**config.mk**
```make
export PLATFORM = sky130hd
export DESIGN_NAME = ctim_irq_monitor
export DESIGN_NICKNAME = d
export VERILOG_FILES = /design/src/pkg/ctim_pkg.sv /design/src/rtl/ctim_irq_monitor.sv /design/src/rtl/ctim_flag_reg.sv
export VERILOG_INCLUDE_DIRS = /design/src /design/src/pkg
export SDC_FILE = /design/constraint.sdc
export NUM_CORES = 1
export LEC_CHECK = 0
export ABC_AREA = 1
export BUFFER_PORTS_ARGS = -buffer_cell sky130_fd_sc_hd__buf_2
export CORE_MARGIN = 2
export CORE_UTILIZATION = 50
export DETAILED_ROUTE_END_ITERATION = 6
export GPL_TIMING_DRIVEN = 0
export PLACE_DENSITY = 0.74
export SLEW_MARGIN = 5
export SYNTH_ARGS = -nofsm -noshare
export SYNTH_HDL_FRONTEND = slang
export SYNTH_SLANG_ARGS = --single-unit
```
**constraint.sdc**
```tcl
create_clock -name CLK_SYS -period 4.7 [get_ports CLK_SYS]
set_clock_uncertainty 0.2 [all_clocks]
set_input_delay 0 -clock CLK_SYS [delete_from_list [all_inputs] [get_ports CLK_SYS]]
set_output_delay 0 -clock CLK_SYS [all_outputs]
set_load 0.05 [all_outputs]
```
**src/pkg/ctim_consts.svh**
```systemverilog
// Offsets, field layouts and reset values of the event flag block
`ifndef CTIM_CONSTS_SVH
`define CTIM_CONSTS_SVH

`define CTIM_NUM_REGS 9
`define CTIM_AXI_AW 16

// Register indices; the byte address is four times the index
`define CTIM_IDX_FLAGS_COMMON 16'h0d08
`define CTIM_IDX_FLAGS_REF_A_B 16'h0d09
`define CTIM_IDX_FLAGS_REF_C_D 16'h0d0a
`define CTIM_IDX_FLAGS_LOOP0_LOCK 16'h0d0b
`define CTIM_IDX_FLAGS_LOOP0_STATE 16'h0d0c
`define CTIM_IDX_FLAGS_LOOP0_ANALOG 16'h0d0d
`define CTIM_IDX_FLAGS_LOOP1_LOCK 16'h0d0e
`define CTIM_IDX_FLAGS_LOOP1_STATE 16'h0d0f
`define CTIM_IDX_FLAGS_LOOP1_ANALOG 16'h0d10
`define CTIM_IDX_MASK_BASE 16'h010a
`define CTIM_IDX_CLR_ALL 16'h0a05
`define CTIM_IDX_CLR_BASE 16'h0a06
`define CTIM_IDX_IRQ_EN 16'h0a0f

// Field positions
`define CTIM_CLR_ALL_BIT 0
`define CTIM_BIT_SYS_UNLOCK 6
`define CTIM_BIT_SYS_STABLE 5
`define CTIM_BIT_SYS_LOCK 4
`define CTIM_BIT_WDOG 3
`define CTIM_BIT_EE_FAULT 1
`define CTIM_BIT_EE_OK 0
`define CTIM_BIT_SYNC_DIST 4

// Reset values
`define CTIM_MASK_RST 8'h00
`define CTIM_IRQ_EN_RST 9'h1ff

// Bits caught on a falling level, and bits that exist, per register kind
`define CTIM_FALL_COMMON 8'h40
`define CTIM_IMPL_COMMON 8'h7b
`define CTIM_FALL_REF 8'h22
`define CTIM_IMPL_REF 8'h77
`define CTIM_FALL_LOCK 8'haa
`define CTIM_IMPL_LOCK 8'hff
`define CTIM_FALL_STATE 8'h00
`define CTIM_IMPL_STATE 8'hff
`define CTIM_FALL_ANALOG 8'h0a
`define CTIM_IMPL_ANALOG 8'h1f

// Bus answers
`define CTIM_RESP_OKAY 2'h0
`define CTIM_RESP_SLVERR 2'h2

`endif

```
**src/pkg/ctim_pkg.sv**
```systemverilog
// State types of the event flag block
package ctim_pkg;

  typedef struct packed {
    logic primed;
    logic [7:0] prev;
    logic [7:0] flags;
  } ctim_flag_state_t;

  typedef struct packed {
    logic awready;
    logic wready;
    logic aw_got;
    logic w_got;
    logic [15:0] aw_addr;
    logic [8:0] wdata;
    logic wstrb0;
    logic bvalid;
    logic [1:0] bresp;
    logic arready;
    logic rvalid;
    logic [7:0] rdata;
    logic [1:0] rresp;
    logic [8:0][7:0] mask;
    logic [8:0][7:0] clr;
    logic clr_all;
    logic [8:0] irq_en;
    logic irq;
  } ctim_top_state_t;

endpackage

```
**src/rtl/ctim_irq_monitor.sv**
```systemverilog
// Interrupt event monitor of the dual-loop clock translator
// Behaviour
// - An unmasked event sets its monitor flag to one.
// - Flags stay set until reset, clear-all or per-bit clear write.
// - Common bit 6 on system PLL unlock, 4 on lock, 5 stable.
// - Common bit 3 latches on watchdog expiry.
// - Common bit 1 on EEPROM fault, bit 0 on EEPROM success.
// - Ref A/B register: faulted, cleared, validated in bits 0-2, 4-6.
// - Ref C/D register: faulted, cleared, validated in bits 0-2, 4-6.
// - Loop 0: phase lock gain/loss bits 0-1, frequency bits 2-3.
// - Loop 0: slew limit entry/exit bits 4-5, clamp bits 6-7.
// - Loop 0 state bits 0-3 on activating reference A to D.
// - Loop 0 state: history 4, holdover 5, free run 6, switch 7.
// - Analog loop 0: cal start, cal done, lock, unlock bits 0-3.
// - Analog register bit 4 on a distribution sync event.
// - Loop 1 lock register mirrors loop 0 lock layout.
// - Loop 1 state register mirrors loop 0 state layout.
// - Analog loop 1: cal start, cal done, lock, unlock bits 0-3.
`timescale 1ns/10ps
`include "ctim_consts.svh"
module ctim_irq_monitor (
  // Clock, reset, enable
  input wire logic CLK_SYS,
  input wire logic RST_N,
  input wire logic CE,
  // AXI4-Lite write address
  input wire logic AWVALID,
  output logic AWREADY,
  input wire logic [15:0] AWADDR,
  // AXI4-Lite write data
  input wire logic WVALID,
  output logic WREADY,
  input wire logic [31:0] WDATA,
  input wire logic [3:0] WSTRB,
  // AXI4-Lite write response
  output logic BVALID,
  input wire logic BREADY,
  output logic [1:0] BRESP,
  // AXI4-Lite read address
  input wire logic ARVALID,
  output logic ARREADY,
  input wire logic [15:0] ARADDR,
  // AXI4-Lite read data
  output logic RVALID,
  input wire logic RREADY,
  output logic [31:0] RDATA,
  output logic [1:0] RRESP,
  // Common status levels
  input wire logic SYS_PLL_LOCK,
  input wire logic SYS_PLL_STABLE,
  input wire logic WDOG_EXPIRED,
  input wire logic EEPROM_OK,
  input wire logic EEPROM_FAULT,
  // Reference status, bit 0 is reference A
  input wire logic [3:0] REF_FAULT,
  input wire logic [3:0] REF_VALID,
  // Digital loop status, bit 0 is loop 0
  input wire logic [1:0] DL_PHASE_LOCK,
  input wire logic [1:0] DL_FREQ_LOCK,
  input wire logic [1:0] DL_SLEW_LIMIT,
  input wire logic [1:0] DL_FREQ_CLAMP,
  input wire logic [7:0] DL_REF_ACTIVE,
  input wire logic [1:0] DL_HIST_UPD,
  input wire logic [1:0] DL_HOLDOVER,
  input wire logic [1:0] DL_FREE_RUN,
  input wire logic [1:0] DL_SWITCHING,
  // Analog loop status, bit 0 is loop 0
  input wire logic [1:0] AL_CAL_BUSY,
  input wire logic [1:0] AL_LOCK,
  input wire logic [1:0] AL_SYNC_DIST,
  // Interrupt
  output logic IRQ
);
  localparam logic [8:0][7:0] FALL_TAB = {
    `CTIM_FALL_ANALOG, `CTIM_FALL_STATE, `CTIM_FALL_LOCK,
    `CTIM_FALL_ANALOG, `CTIM_FALL_STATE, `CTIM_FALL_LOCK,
    `CTIM_FALL_REF, `CTIM_FALL_REF, `CTIM_FALL_COMMON};
  localparam logic [8:0][7:0] IMPL_TAB = {
    `CTIM_IMPL_ANALOG, `CTIM_IMPL_STATE, `CTIM_IMPL_LOCK,
    `CTIM_IMPL_ANALOG, `CTIM_IMPL_STATE, `CTIM_IMPL_LOCK,
    `CTIM_IMPL_REF, `CTIM_IMPL_REF, `CTIM_IMPL_COMMON};

  ctim_pkg::ctim_top_state_t s_q;
  ctim_pkg::ctim_top_state_t s_d;
  logic [8:0][7:0] lv;
  logic [8:0][7:0] flag;
  logic [8:0] grp_any;

  // Status levels arranged as the flag registers see them
  always_comb begin
    lv = '0;
    // system PLL lock both ways, stable
    lv[0][`CTIM_BIT_SYS_UNLOCK] = SYS_PLL_LOCK;
    lv[0][`CTIM_BIT_SYS_STABLE] = SYS_PLL_STABLE;
    lv[0][`CTIM_BIT_SYS_LOCK] = SYS_PLL_LOCK;
    lv[0][`CTIM_BIT_WDOG] = WDOG_EXPIRED;
    lv[0][`CTIM_BIT_EE_FAULT] = EEPROM_FAULT;
    lv[0][`CTIM_BIT_EE_OK] = EEPROM_OK;
    lv[1] = {1'b0, REF_VALID[1], REF_FAULT[1], REF_FAULT[1],
             1'b0, REF_VALID[0], REF_FAULT[0], REF_FAULT[0]};
    lv[2] = {1'b0, REF_VALID[3], REF_FAULT[3], REF_FAULT[3],
             1'b0, REF_VALID[2], REF_FAULT[2], REF_FAULT[2]};
    for (int k = 0; k < 2; k++) begin
      // phase and frequency lock, slew and clamp entry and exit
      lv[3 + 3 * k] = {DL_FREQ_CLAMP[k], DL_FREQ_CLAMP[k],
                       DL_SLEW_LIMIT[k], DL_SLEW_LIMIT[k],
                       DL_FREQ_LOCK[k], DL_FREQ_LOCK[k],
                       DL_PHASE_LOCK[k], DL_PHASE_LOCK[k]};
      lv[4 + 3 * k] = {DL_SWITCHING[k], DL_FREE_RUN[k],
                       DL_HOLDOVER[k], DL_HIST_UPD[k],
                       DL_REF_ACTIVE[4 * k +: 4]};
      lv[5 + 3 * k][3:0] = {AL_LOCK[k], AL_LOCK[k],
                            AL_CAL_BUSY[k], AL_CAL_BUSY[k]};
      lv[5 + 3 * k][`CTIM_BIT_SYNC_DIST] = AL_SYNC_DIST[k];
    end
  end

  genvar g;
  generate
    for (g = 0; g < `CTIM_NUM_REGS; g++) begin : g_flags
      ctim_flag_reg #(
        .FALL(FALL_TAB[g]),
        .IMPL(IMPL_TAB[g])
      ) u_flag (
        .clk(CLK_SYS),
        .rst_n(RST_N),
        .ce(CE),
        .lvl(lv[g]),
        .mask(s_q.mask[g]),
        .clr(s_q.clr[g]),
        .clr_all(s_q.clr_all),
        .flags(flag[g])
      );
      assign grp_any[g] = |flag[g];
    end
  endgenerate

  // Bus slave and control registers
  always_comb begin
    logic [15:0] widx;
    logic [15:0] ridx;
    logic hit;
    widx = {2'b00, s_q.aw_addr[15:2]};
    ridx = {2'b00, ARADDR[15:2]};
    hit = 1'b0;
    s_d = s_q;
    // Clear strobes last one cycle
    s_d.clr = '0;
    s_d.clr_all = 1'b0;

    if (AWVALID && s_q.awready) begin
      s_d.aw_got = 1'b1;
      s_d.aw_addr = AWADDR;
    end
    if (WVALID && s_q.wready) begin
      s_d.w_got = 1'b1;
      s_d.wdata = WDATA[8:0];
      s_d.wstrb0 = WSTRB[0];
    end

    // Write takes effect once address and data are both held
    if (s_q.aw_got && s_q.w_got && !s_q.bvalid) begin
      s_d.aw_got = 1'b0;
      s_d.w_got = 1'b0;
      s_d.bvalid = 1'b1;
      for (int i = 0; i < `CTIM_NUM_REGS; i++) begin
        if (widx == 16'(`CTIM_IDX_FLAGS_COMMON + i)) begin
          // Flags are read only; the write is accepted and dropped
          hit = 1'b1;
        end
        if (widx == 16'(`CTIM_IDX_MASK_BASE + i)) begin
          hit = 1'b1;
          if (s_q.wstrb0) begin
            s_d.mask[i] = s_q.wdata[7:0];
          end
        end
        if (widx == 16'(`CTIM_IDX_CLR_BASE + i)) begin
          hit = 1'b1;
          if (s_q.wstrb0) begin
            s_d.clr[i] = s_q.wdata[7:0];
          end
        end
      end
      if (widx == `CTIM_IDX_CLR_ALL) begin
        hit = 1'b1;
        if (s_q.wstrb0) begin
          s_d.clr_all = s_q.wdata[`CTIM_CLR_ALL_BIT];
        end
      end
      if (widx == `CTIM_IDX_IRQ_EN) begin
        hit = 1'b1;
        if (s_q.wstrb0) begin
          s_d.irq_en = s_q.wdata;
        end
      end
      s_d.bresp = hit ? `CTIM_RESP_OKAY : `CTIM_RESP_SLVERR;
    end else if (s_q.bvalid && BREADY) begin
      s_d.bvalid = 1'b0;
    end
    // One write in flight: both channels close until B completes
    s_d.awready = !s_d.aw_got && !s_d.bvalid;
    s_d.wready = !s_d.w_got && !s_d.bvalid;

    // Reads answer one cycle after the address is taken
    if (ARVALID && s_q.arready) begin
      s_d.rvalid = 1'b1;
      s_d.rdata = 8'h00;
      s_d.rresp = `CTIM_RESP_SLVERR;
      for (int i = 0; i < `CTIM_NUM_REGS; i++) begin
        if (ridx == 16'(`CTIM_IDX_FLAGS_COMMON + i)) begin
          s_d.rdata = flag[i];
          s_d.rresp = `CTIM_RESP_OKAY;
        end
        if (ridx == 16'(`CTIM_IDX_MASK_BASE + i)) begin
          s_d.rdata = s_q.mask[i];
          s_d.rresp = `CTIM_RESP_OKAY;
        end
        if (ridx == 16'(`CTIM_IDX_CLR_BASE + i)) begin
          s_d.rresp = `CTIM_RESP_OKAY;
        end
      end
      if (ridx == `CTIM_IDX_CLR_ALL) begin
        s_d.rresp = `CTIM_RESP_OKAY;
      end
      if (ridx == `CTIM_IDX_IRQ_EN) begin
        s_d.rdata = s_q.irq_en[7:0];
        s_d.rresp = `CTIM_RESP_OKAY;
      end
    end else if (s_q.rvalid && RREADY) begin
      s_d.rvalid = 1'b0;
    end
    s_d.arready = !s_d.rvalid;

    // Level interrupt, one flop behind the flags
    s_d.irq = |(grp_any & s_q.irq_en);
  end

  always_ff @(posedge CLK_SYS) begin
    if (!RST_N) begin
      s_q <= '0;
      s_q.mask <= {`CTIM_NUM_REGS{`CTIM_MASK_RST}};
      s_q.irq_en <= `CTIM_IRQ_EN_RST;
    end else if (CE) begin
      s_q <= s_d;
    end
  end

  assign AWREADY = s_q.awready;
  assign WREADY = s_q.wready;
  assign BVALID = s_q.bvalid;
  assign BRESP = s_q.bresp;
  assign ARREADY = s_q.arready;
  assign RVALID = s_q.rvalid;
  // Bit 8 of the enable word is not readable; upper bits are zero
  assign RDATA = {24'h000000, s_q.rdata};
  assign RRESP = s_q.rresp;
  assign IRQ = s_q.irq;

  a_sys_unlock: assert property (@(posedge CLK_SYS)
    disable iff (!RST_N)
    $past(RST_N) && $past(CE) && CE && $fell(SYS_PLL_LOCK)
      && !s_q.mask[0][`CTIM_BIT_SYS_UNLOCK]
      |=> flag[0][`CTIM_BIT_SYS_UNLOCK])
    else $error("system PLL unlock not flagged");

  a_wdog_flag: assert property (@(posedge CLK_SYS)
    disable iff (!RST_N)
    $past(RST_N) && $past(CE) && CE && $rose(WDOG_EXPIRED)
      && !s_q.mask[0][`CTIM_BIT_WDOG] |=> flag[0][`CTIM_BIT_WDOG])
    else $error("watchdog expiry not flagged");

  a_ref_cleared: assert property (@(posedge CLK_SYS)
    disable iff (!RST_N)
    $past(RST_N) && $past(CE) && CE && $fell(REF_FAULT[1])
      && !s_q.mask[1][5] |=> flag[1][5])
    else $error("reference B fault clear not flagged");

  a_sync_dist: assert property (@(posedge CLK_SYS)
    disable iff (!RST_N)
    $past(RST_N) && $past(CE) && CE && $rose(AL_SYNC_DIST[1])
      && !s_q.mask[8][`CTIM_BIT_SYNC_DIST]
      |=> flag[8][`CTIM_BIT_SYNC_DIST])
    else $error("loop 1 sync event not flagged");

  a_clear_all: assert property (@(posedge CLK_SYS)
    disable iff (!RST_N)
    CE && s_q.aw_got && s_q.w_got && !s_q.bvalid && s_q.wstrb0
      && (s_q.aw_addr[15:2] == 14'(`CTIM_IDX_CLR_ALL))
      && s_q.wdata[`CTIM_CLR_ALL_BIT] |=> s_q.clr_all ##1 !s_q.clr_all)
    else $error("clear all strobe not one cycle");

  a_irq_level: assert property (@(posedge CLK_SYS) disable iff (!RST_N)
    CE |=> IRQ == $past(|(grp_any & s_q.irq_en)))
    else $error("interrupt does not follow enabled flags");

  a_read_hold: assert property (@(posedge CLK_SYS) disable iff (!RST_N)
    RVALID && !RREADY |=> RVALID && $stable(RDATA))
    else $error("read answer dropped before taken");

  a_eeprom_done: assert property (@(posedge CLK_SYS)
    disable iff (!RST_N)
    $past(RST_N) && $past(CE) && CE && $rose(EEPROM_OK)
      && !s_q.mask[0][`CTIM_BIT_EE_OK] |=> flag[0][`CTIM_BIT_EE_OK])
    else $error("EEPROM completion not flagged");

  a_ref_valid: assert property (@(posedge CLK_SYS)
    disable iff (!RST_N)
    $past(RST_N) && $past(CE) && CE && $rose(REF_VALID[3])
      && !s_q.mask[2][6] |=> flag[2][6])
    else $error("reference D validation not flagged");

  a_phase_lock: assert property (@(posedge CLK_SYS)
    disable iff (!RST_N)
    $past(RST_N) && $past(CE) && CE && $rose(DL_PHASE_LOCK[0])
      && !s_q.mask[3][0] |=> flag[3][0])
    else $error("loop 0 phase lock not flagged");

  a_slew_exit: assert property (@(posedge CLK_SYS)
    disable iff (!RST_N)
    $past(RST_N) && $past(CE) && CE && $fell(DL_SLEW_LIMIT[0])
      && !s_q.mask[3][5] |=> flag[3][5])
    else $error("loop 0 slew limit exit not flagged");

  a_ref_active: assert property (@(posedge CLK_SYS)
    disable iff (!RST_N)
    $past(RST_N) && $past(CE) && CE && $rose(DL_REF_ACTIVE[2])
      && !s_q.mask[4][2] |=> flag[4][2])
    else $error("loop 0 reference C activation not flagged");

  a_loop1_switch: assert property (@(posedge CLK_SYS)
    disable iff (!RST_N)
    $past(RST_N) && $past(CE) && CE && $rose(DL_SWITCHING[1])
      && !s_q.mask[7][7] |=> flag[7][7])
    else $error("loop 1 reference switch not flagged");

  a_cal_done: assert property (@(posedge CLK_SYS)
    disable iff (!RST_N)
    $past(RST_N) && $past(CE) && CE && $fell(AL_CAL_BUSY[1])
      && !s_q.mask[8][1] |=> flag[8][1])
    else $error("analog loop 1 calibration end not flagged");
endmodule

```
**src/rtl/ctim_flag_reg.sv**
```systemverilog
// Eight sticky event flags with edge detection, mask and clears
`timescale 1ns/10ps
module ctim_flag_reg #(
  parameter logic [7:0] FALL = 8'h00,
  parameter logic [7:0] IMPL = 8'hff
) (
  // Clock and control
  input wire logic clk,
  input wire logic rst_n,
  input wire logic ce,
  // Status levels and software controls
  input wire logic [7:0] lvl,
  input wire logic [7:0] mask,
  input wire logic [7:0] clr,
  input wire logic clr_all,
  // Flags
  output logic [7:0] flags
);
  ctim_pkg::ctim_flag_state_t s_q;
  ctim_pkg::ctim_flag_state_t s_d;
  logic [7:0] ev;
  logic [7:0] setv;

  always_comb begin
    ev = (lvl & ~s_q.prev & ~FALL) | (~lvl & s_q.prev & FALL);
    // First cycle after reset only learns the levels
    ev = s_q.primed ? (ev & IMPL) : 8'h00;
    setv = ev & ~mask;
    s_d = s_q;
    s_d.primed = 1'b1;
    s_d.prev = lvl;
    s_d.flags = s_q.flags & ~(clr_all ? 8'hff : clr);
    s_d.flags = s_d.flags | setv;
  end

  always_ff @(posedge clk) begin
    if (!rst_n) begin
      s_q <= '0;
    end else if (ce) begin
      s_q <= s_d;
    end
  end

  assign flags = s_q.flags;

  a_flag_set: assert property (@(posedge clk) disable iff (!rst_n)
    ce && (setv != 8'h00) |=> (flags & $past(setv)) == $past(setv))
    else $error("unmasked event did not set its flag");

  a_masked_quiet: assert property (@(posedge clk) disable iff (!rst_n)
    ce && (setv == 8'h00) |=> (flags & ~$past(flags)) == 8'h00)
    else $error("flag rose without an unmasked event");

  a_flag_sticky: assert property (@(posedge clk) disable iff (!rst_n)
    !clr_all && (clr == 8'h00) |=> (flags & $past(flags)) == $past(flags))
    else $error("flag dropped without a clear");

  a_set_wins: assert property (@(posedge clk) disable iff (!rst_n)
    ce && clr_all |=> flags == $past(setv))
    else $error("clear all did not leave exactly the new events");
endmodule

```
==> reports/results.tsv <==
stage	metric	value	unit
logic_synthesis	synth.avg_cell_area	7.06	sq um
floorplan	die_height	173	um
sta	finalSetupViolations	0	
finish	syn2layout_area_growth	22.8	%
clock_tree	clk_path_buf_depth	3	
clock_tree	cts_max_level	2	
logic_synthesis	yosysWarnings	0	
finish	nFillCells	2552	
place	hpwl	45000	um
power_and_ir_drop	leakage	6.80	nW
power_and_ir_drop	p_switching	1.56	mW
clock_tree	clk_pin_slew	0.06	ns
sta	rsz0062_at_grt	no	
clock_tree	ctsHoldBuffers	94	
floorplan	die-area	29800	sq um
status	status	finished, final reports clean	
run	cap_violations	0	
finish	drive_gt1_frac	0.117	
power_and_ir_drop	ir_drop	0.282	mV
logic_synthesis	synth_top_area_share	0.439	
sta	fmax	314	MHz
detailed_routing	drt_iter0_markers	2178	
logic_synthesis	yosysTopAreaCell	dfxtp_1	
power_and_ir_drop	power_frac_comb	0.089	
place	portBuffers	104	
logic_synthesis	netlist_top_cells_count	nand2_1, dfxtp_1, a21oi_1	
power_and_ir_drop	switching_share	0.252	
floorplan	num_io_pins	161	
global_routing	track_usage	0.399	
sta	setup_tns	0	ns
logic_synthesis	synth.most_common_cell	nand2_1	
power_and_ir_drop	p_int	4.64	mW
floorplan	rows	61	
floorplan	die_width	173	um
setup_path	r2r-start	s_q[187]$_SDFFE_PN0P_	
detailed_routing	dr_total_vias	15700	
global_routing	first_global_vias	14300	
setup_path	worst-r2r-setup-slack	1.88	ns
power_and_ir_drop	power_density	355	nW/um^2
sta	fin_crit	3.18	ns
setup_path	worst-endpoint-required	4.91	ns
detailed_routing	antenna_left	0	
logic_synthesis	synth_cell_types	48	
detailed_routing	route.detailed.drc	0	
setup_path	end_kind	flop	
clock_tree	numCtsBuffers	35	
detailed_routing	wl_per_cell	22.9	um
place	place_congestion	1.00	
power_and_ir_drop	seqPwrFrac	0.444	
finish	final_nets	2393	
clock_tree	postCtsSetupBuffers	0	
global_routing	grt_first_pass_wirelength	89100	um
global_routing	antenna_found_initial	1	
worst_hold_path	min_from	EEPROM_FAULT	
clock_tree	cts-resized-gates	0	
worst_hold_path	whs_endpoint	g_flags[0].u_flag.s_q[9]$_SDFFE_PN0P_	
sta	hold_viol_final	0	
setup_path	path_max_fanout	10	
setup_path	startpoint_type	input port	
detailed_routing	vias_per_cell	5.85	
global_routing	grt_max_degree	14	
global_routing	grt_overflow	0	
setup_path	cp.arrival	3.39	ns
setup_path	worstRegToRegCells	15	
setup_path	criticalPathCategory	input port to flop	
logic_synthesis	synth_edf_count	0	
sta	max_slew.worst_pin.slew	1.28	ns
logic_synthesis	synthCells	2014	
logic_synthesis	ys_top_cells_by_area	dfxtp_1, nand2_1, a21oi_1, o21ai_0, inv_1	
floorplan	core	27900	sq um
clock_tree	cts_root_buf	clkbuf_16	
logic_synthesis	synth-async-reset-ratio	0	
sta	period_share	0.677	
logic_synthesis	synth_seq_area_share	0.439	
setup_path	r2r-end	s_q[5]$_SDFFE_PN1P_	
logic_synthesis	synthFlopType	dfxtp_1	
detailed_routing	drt_wl_total	61300	um
logic_synthesis	synth_seq_cells	312	
sta	slew_headroom	0.144	
finish	final_core_util	0.627	
sta	slew_viol_final	0	
clock_tree	worstSkewPairLatency	0.53	ns
worst_hold_path	hold_path.class	input port to flop	
power_and_ir_drop	pwr-share-clk	0.467	
detailed_routing	first_pass_iters	6	
logic_synthesis	synth_area	14200	sq um
floorplan	initial_core_util	0.510	
worst_hold_path	whs_path_depth	4	
clock_tree	cts_tree	built	
clock_tree	cts.sink_count	312	
-- registers in the layout (all words and copies together), names as in the netlist, 8 cells and up --
register,count
g_flags.u_flag.s_q,44
RDATA,8
g_flags.u_flag.flags,72
s_q,180
-- through the flow --
step | setup WS [ns] | hold slack (ns) | power (mW) | std cells | cell area, sq um
after floorplan | 2.59 | -0.0651 | 3.08 | 2039 | 14300
after global placement | 1.94 | 0.0380 | 3.26 | 2521 | 15300
after detailed placement | 1.93 | 0.0482 | 3.27 | 2521 | 15300
after CTS | 1.75 | 0.0383 | 6.16 | 2677 | 17500
after global routing | 1.49 | 0.0860 | 6.34 | 2677 | 17500
final | 1.52 | 0.0551 | 6.20 | 2679 | 17500
-- cell usage in the layout (no fill, tap or decap), types with 9 or more instances in the layout --
cell,Yosys,layout
a211oi_1,32,32
a21oi_1,249,249
a221oi_1,17,17
buf_2,12,116
buf_4,37,37
clkbuf_1,82,90
clkbuf_16,0,36
conb_1,1,26
dfxtp_1,312,312
dlygate4sd3_1,0,94
inv_1,203,203
inv_2,15,15
nand2_1,409,409
nand3_1,63,63
nand4_1,22,22
nor2_1,199,199
nor2_2,18,18
nor3_1,23,23
nor4_1,9,9
o211ai_1,10,10
o21ai_0,223,223
-- kinds of logic (layout without fill, tap and decap cells) --
family,count (synthesis),in the layout,share of synthesized area
flops,312,312,0.439
simple gates,777,777,0.237
compound gates,569,569,0.219
buf+inv,355,615,0.105
other cells,1,28,0.000264
-- area by class of cell --
type	count	area [sq um]	area share
multi-input combinational	1372	6580	0.377
sequential	312	6250	0.358
timing repair buffer	198	1460	0.0837
clock buffer	52	1040	0.0596
inverter	221	832	0.0477
buffer	134	657	0.0376
tap	378	473	0.0271
clock inverter	10	169	0.00967
antenna	2	5.00	0.000287
-- power groups by stage --
stage / Combinational, mW / Sequential (mW) / Clock (mW)
after floorplan: 0.276 / 2.80 / 0
after global routing: 0.578 / 2.76 / 3.00
after CTS: 0.526 / 2.75 / 2.89
after detailed placement: 0.464 / 2.81 / 0
final: 0.549 / 2.75 / 2.90
after global placement: 0.458 / 2.81 / 0
-- worst max path at each step --
stage                                    from                     to  slack, ns  cells past startpoint
after floorplan           BVALID$_SDFFE_PN0P_  s_q[112]$_SDFFE_PN0P_       2.59                      8
after global placement             ARADDR[15]  RDATA[1]$_SDFFE_PN0P_       1.94                     20
after detailed placement           ARADDR[15]  RDATA[1]$_SDFFE_PN0P_       1.93                     20
after CTS                                  CE  s_q[183]$_SDFFE_PN0P_       1.75                      9
after global routing                       CE  s_q[184]$_SDFFE_PN0P_       1.49                      9
final                                      CE  s_q[184]$_SDFFE_PN0P_       1.52                      9
-- critical path, cell delays in order --
cell	delay, ns
dlygate4sd3_1	0.52
buf_2	0.20
clkbuf_1	0.68
nand3_1	0.20
clkbuf_1	0.26
o21ai_0	0.25
dlygate4sd3_1	0.60
a21oi_1	0.06
dlygate4sd3_1	0.60
-- routing by layer --
metal,global-route usage,wire length (um)
met3,0.0950,7850
met2,0.610,26300
met5,0,0
met1,0.532,23800
met4,0.188,3350
(Power assumes the default switching activity.)
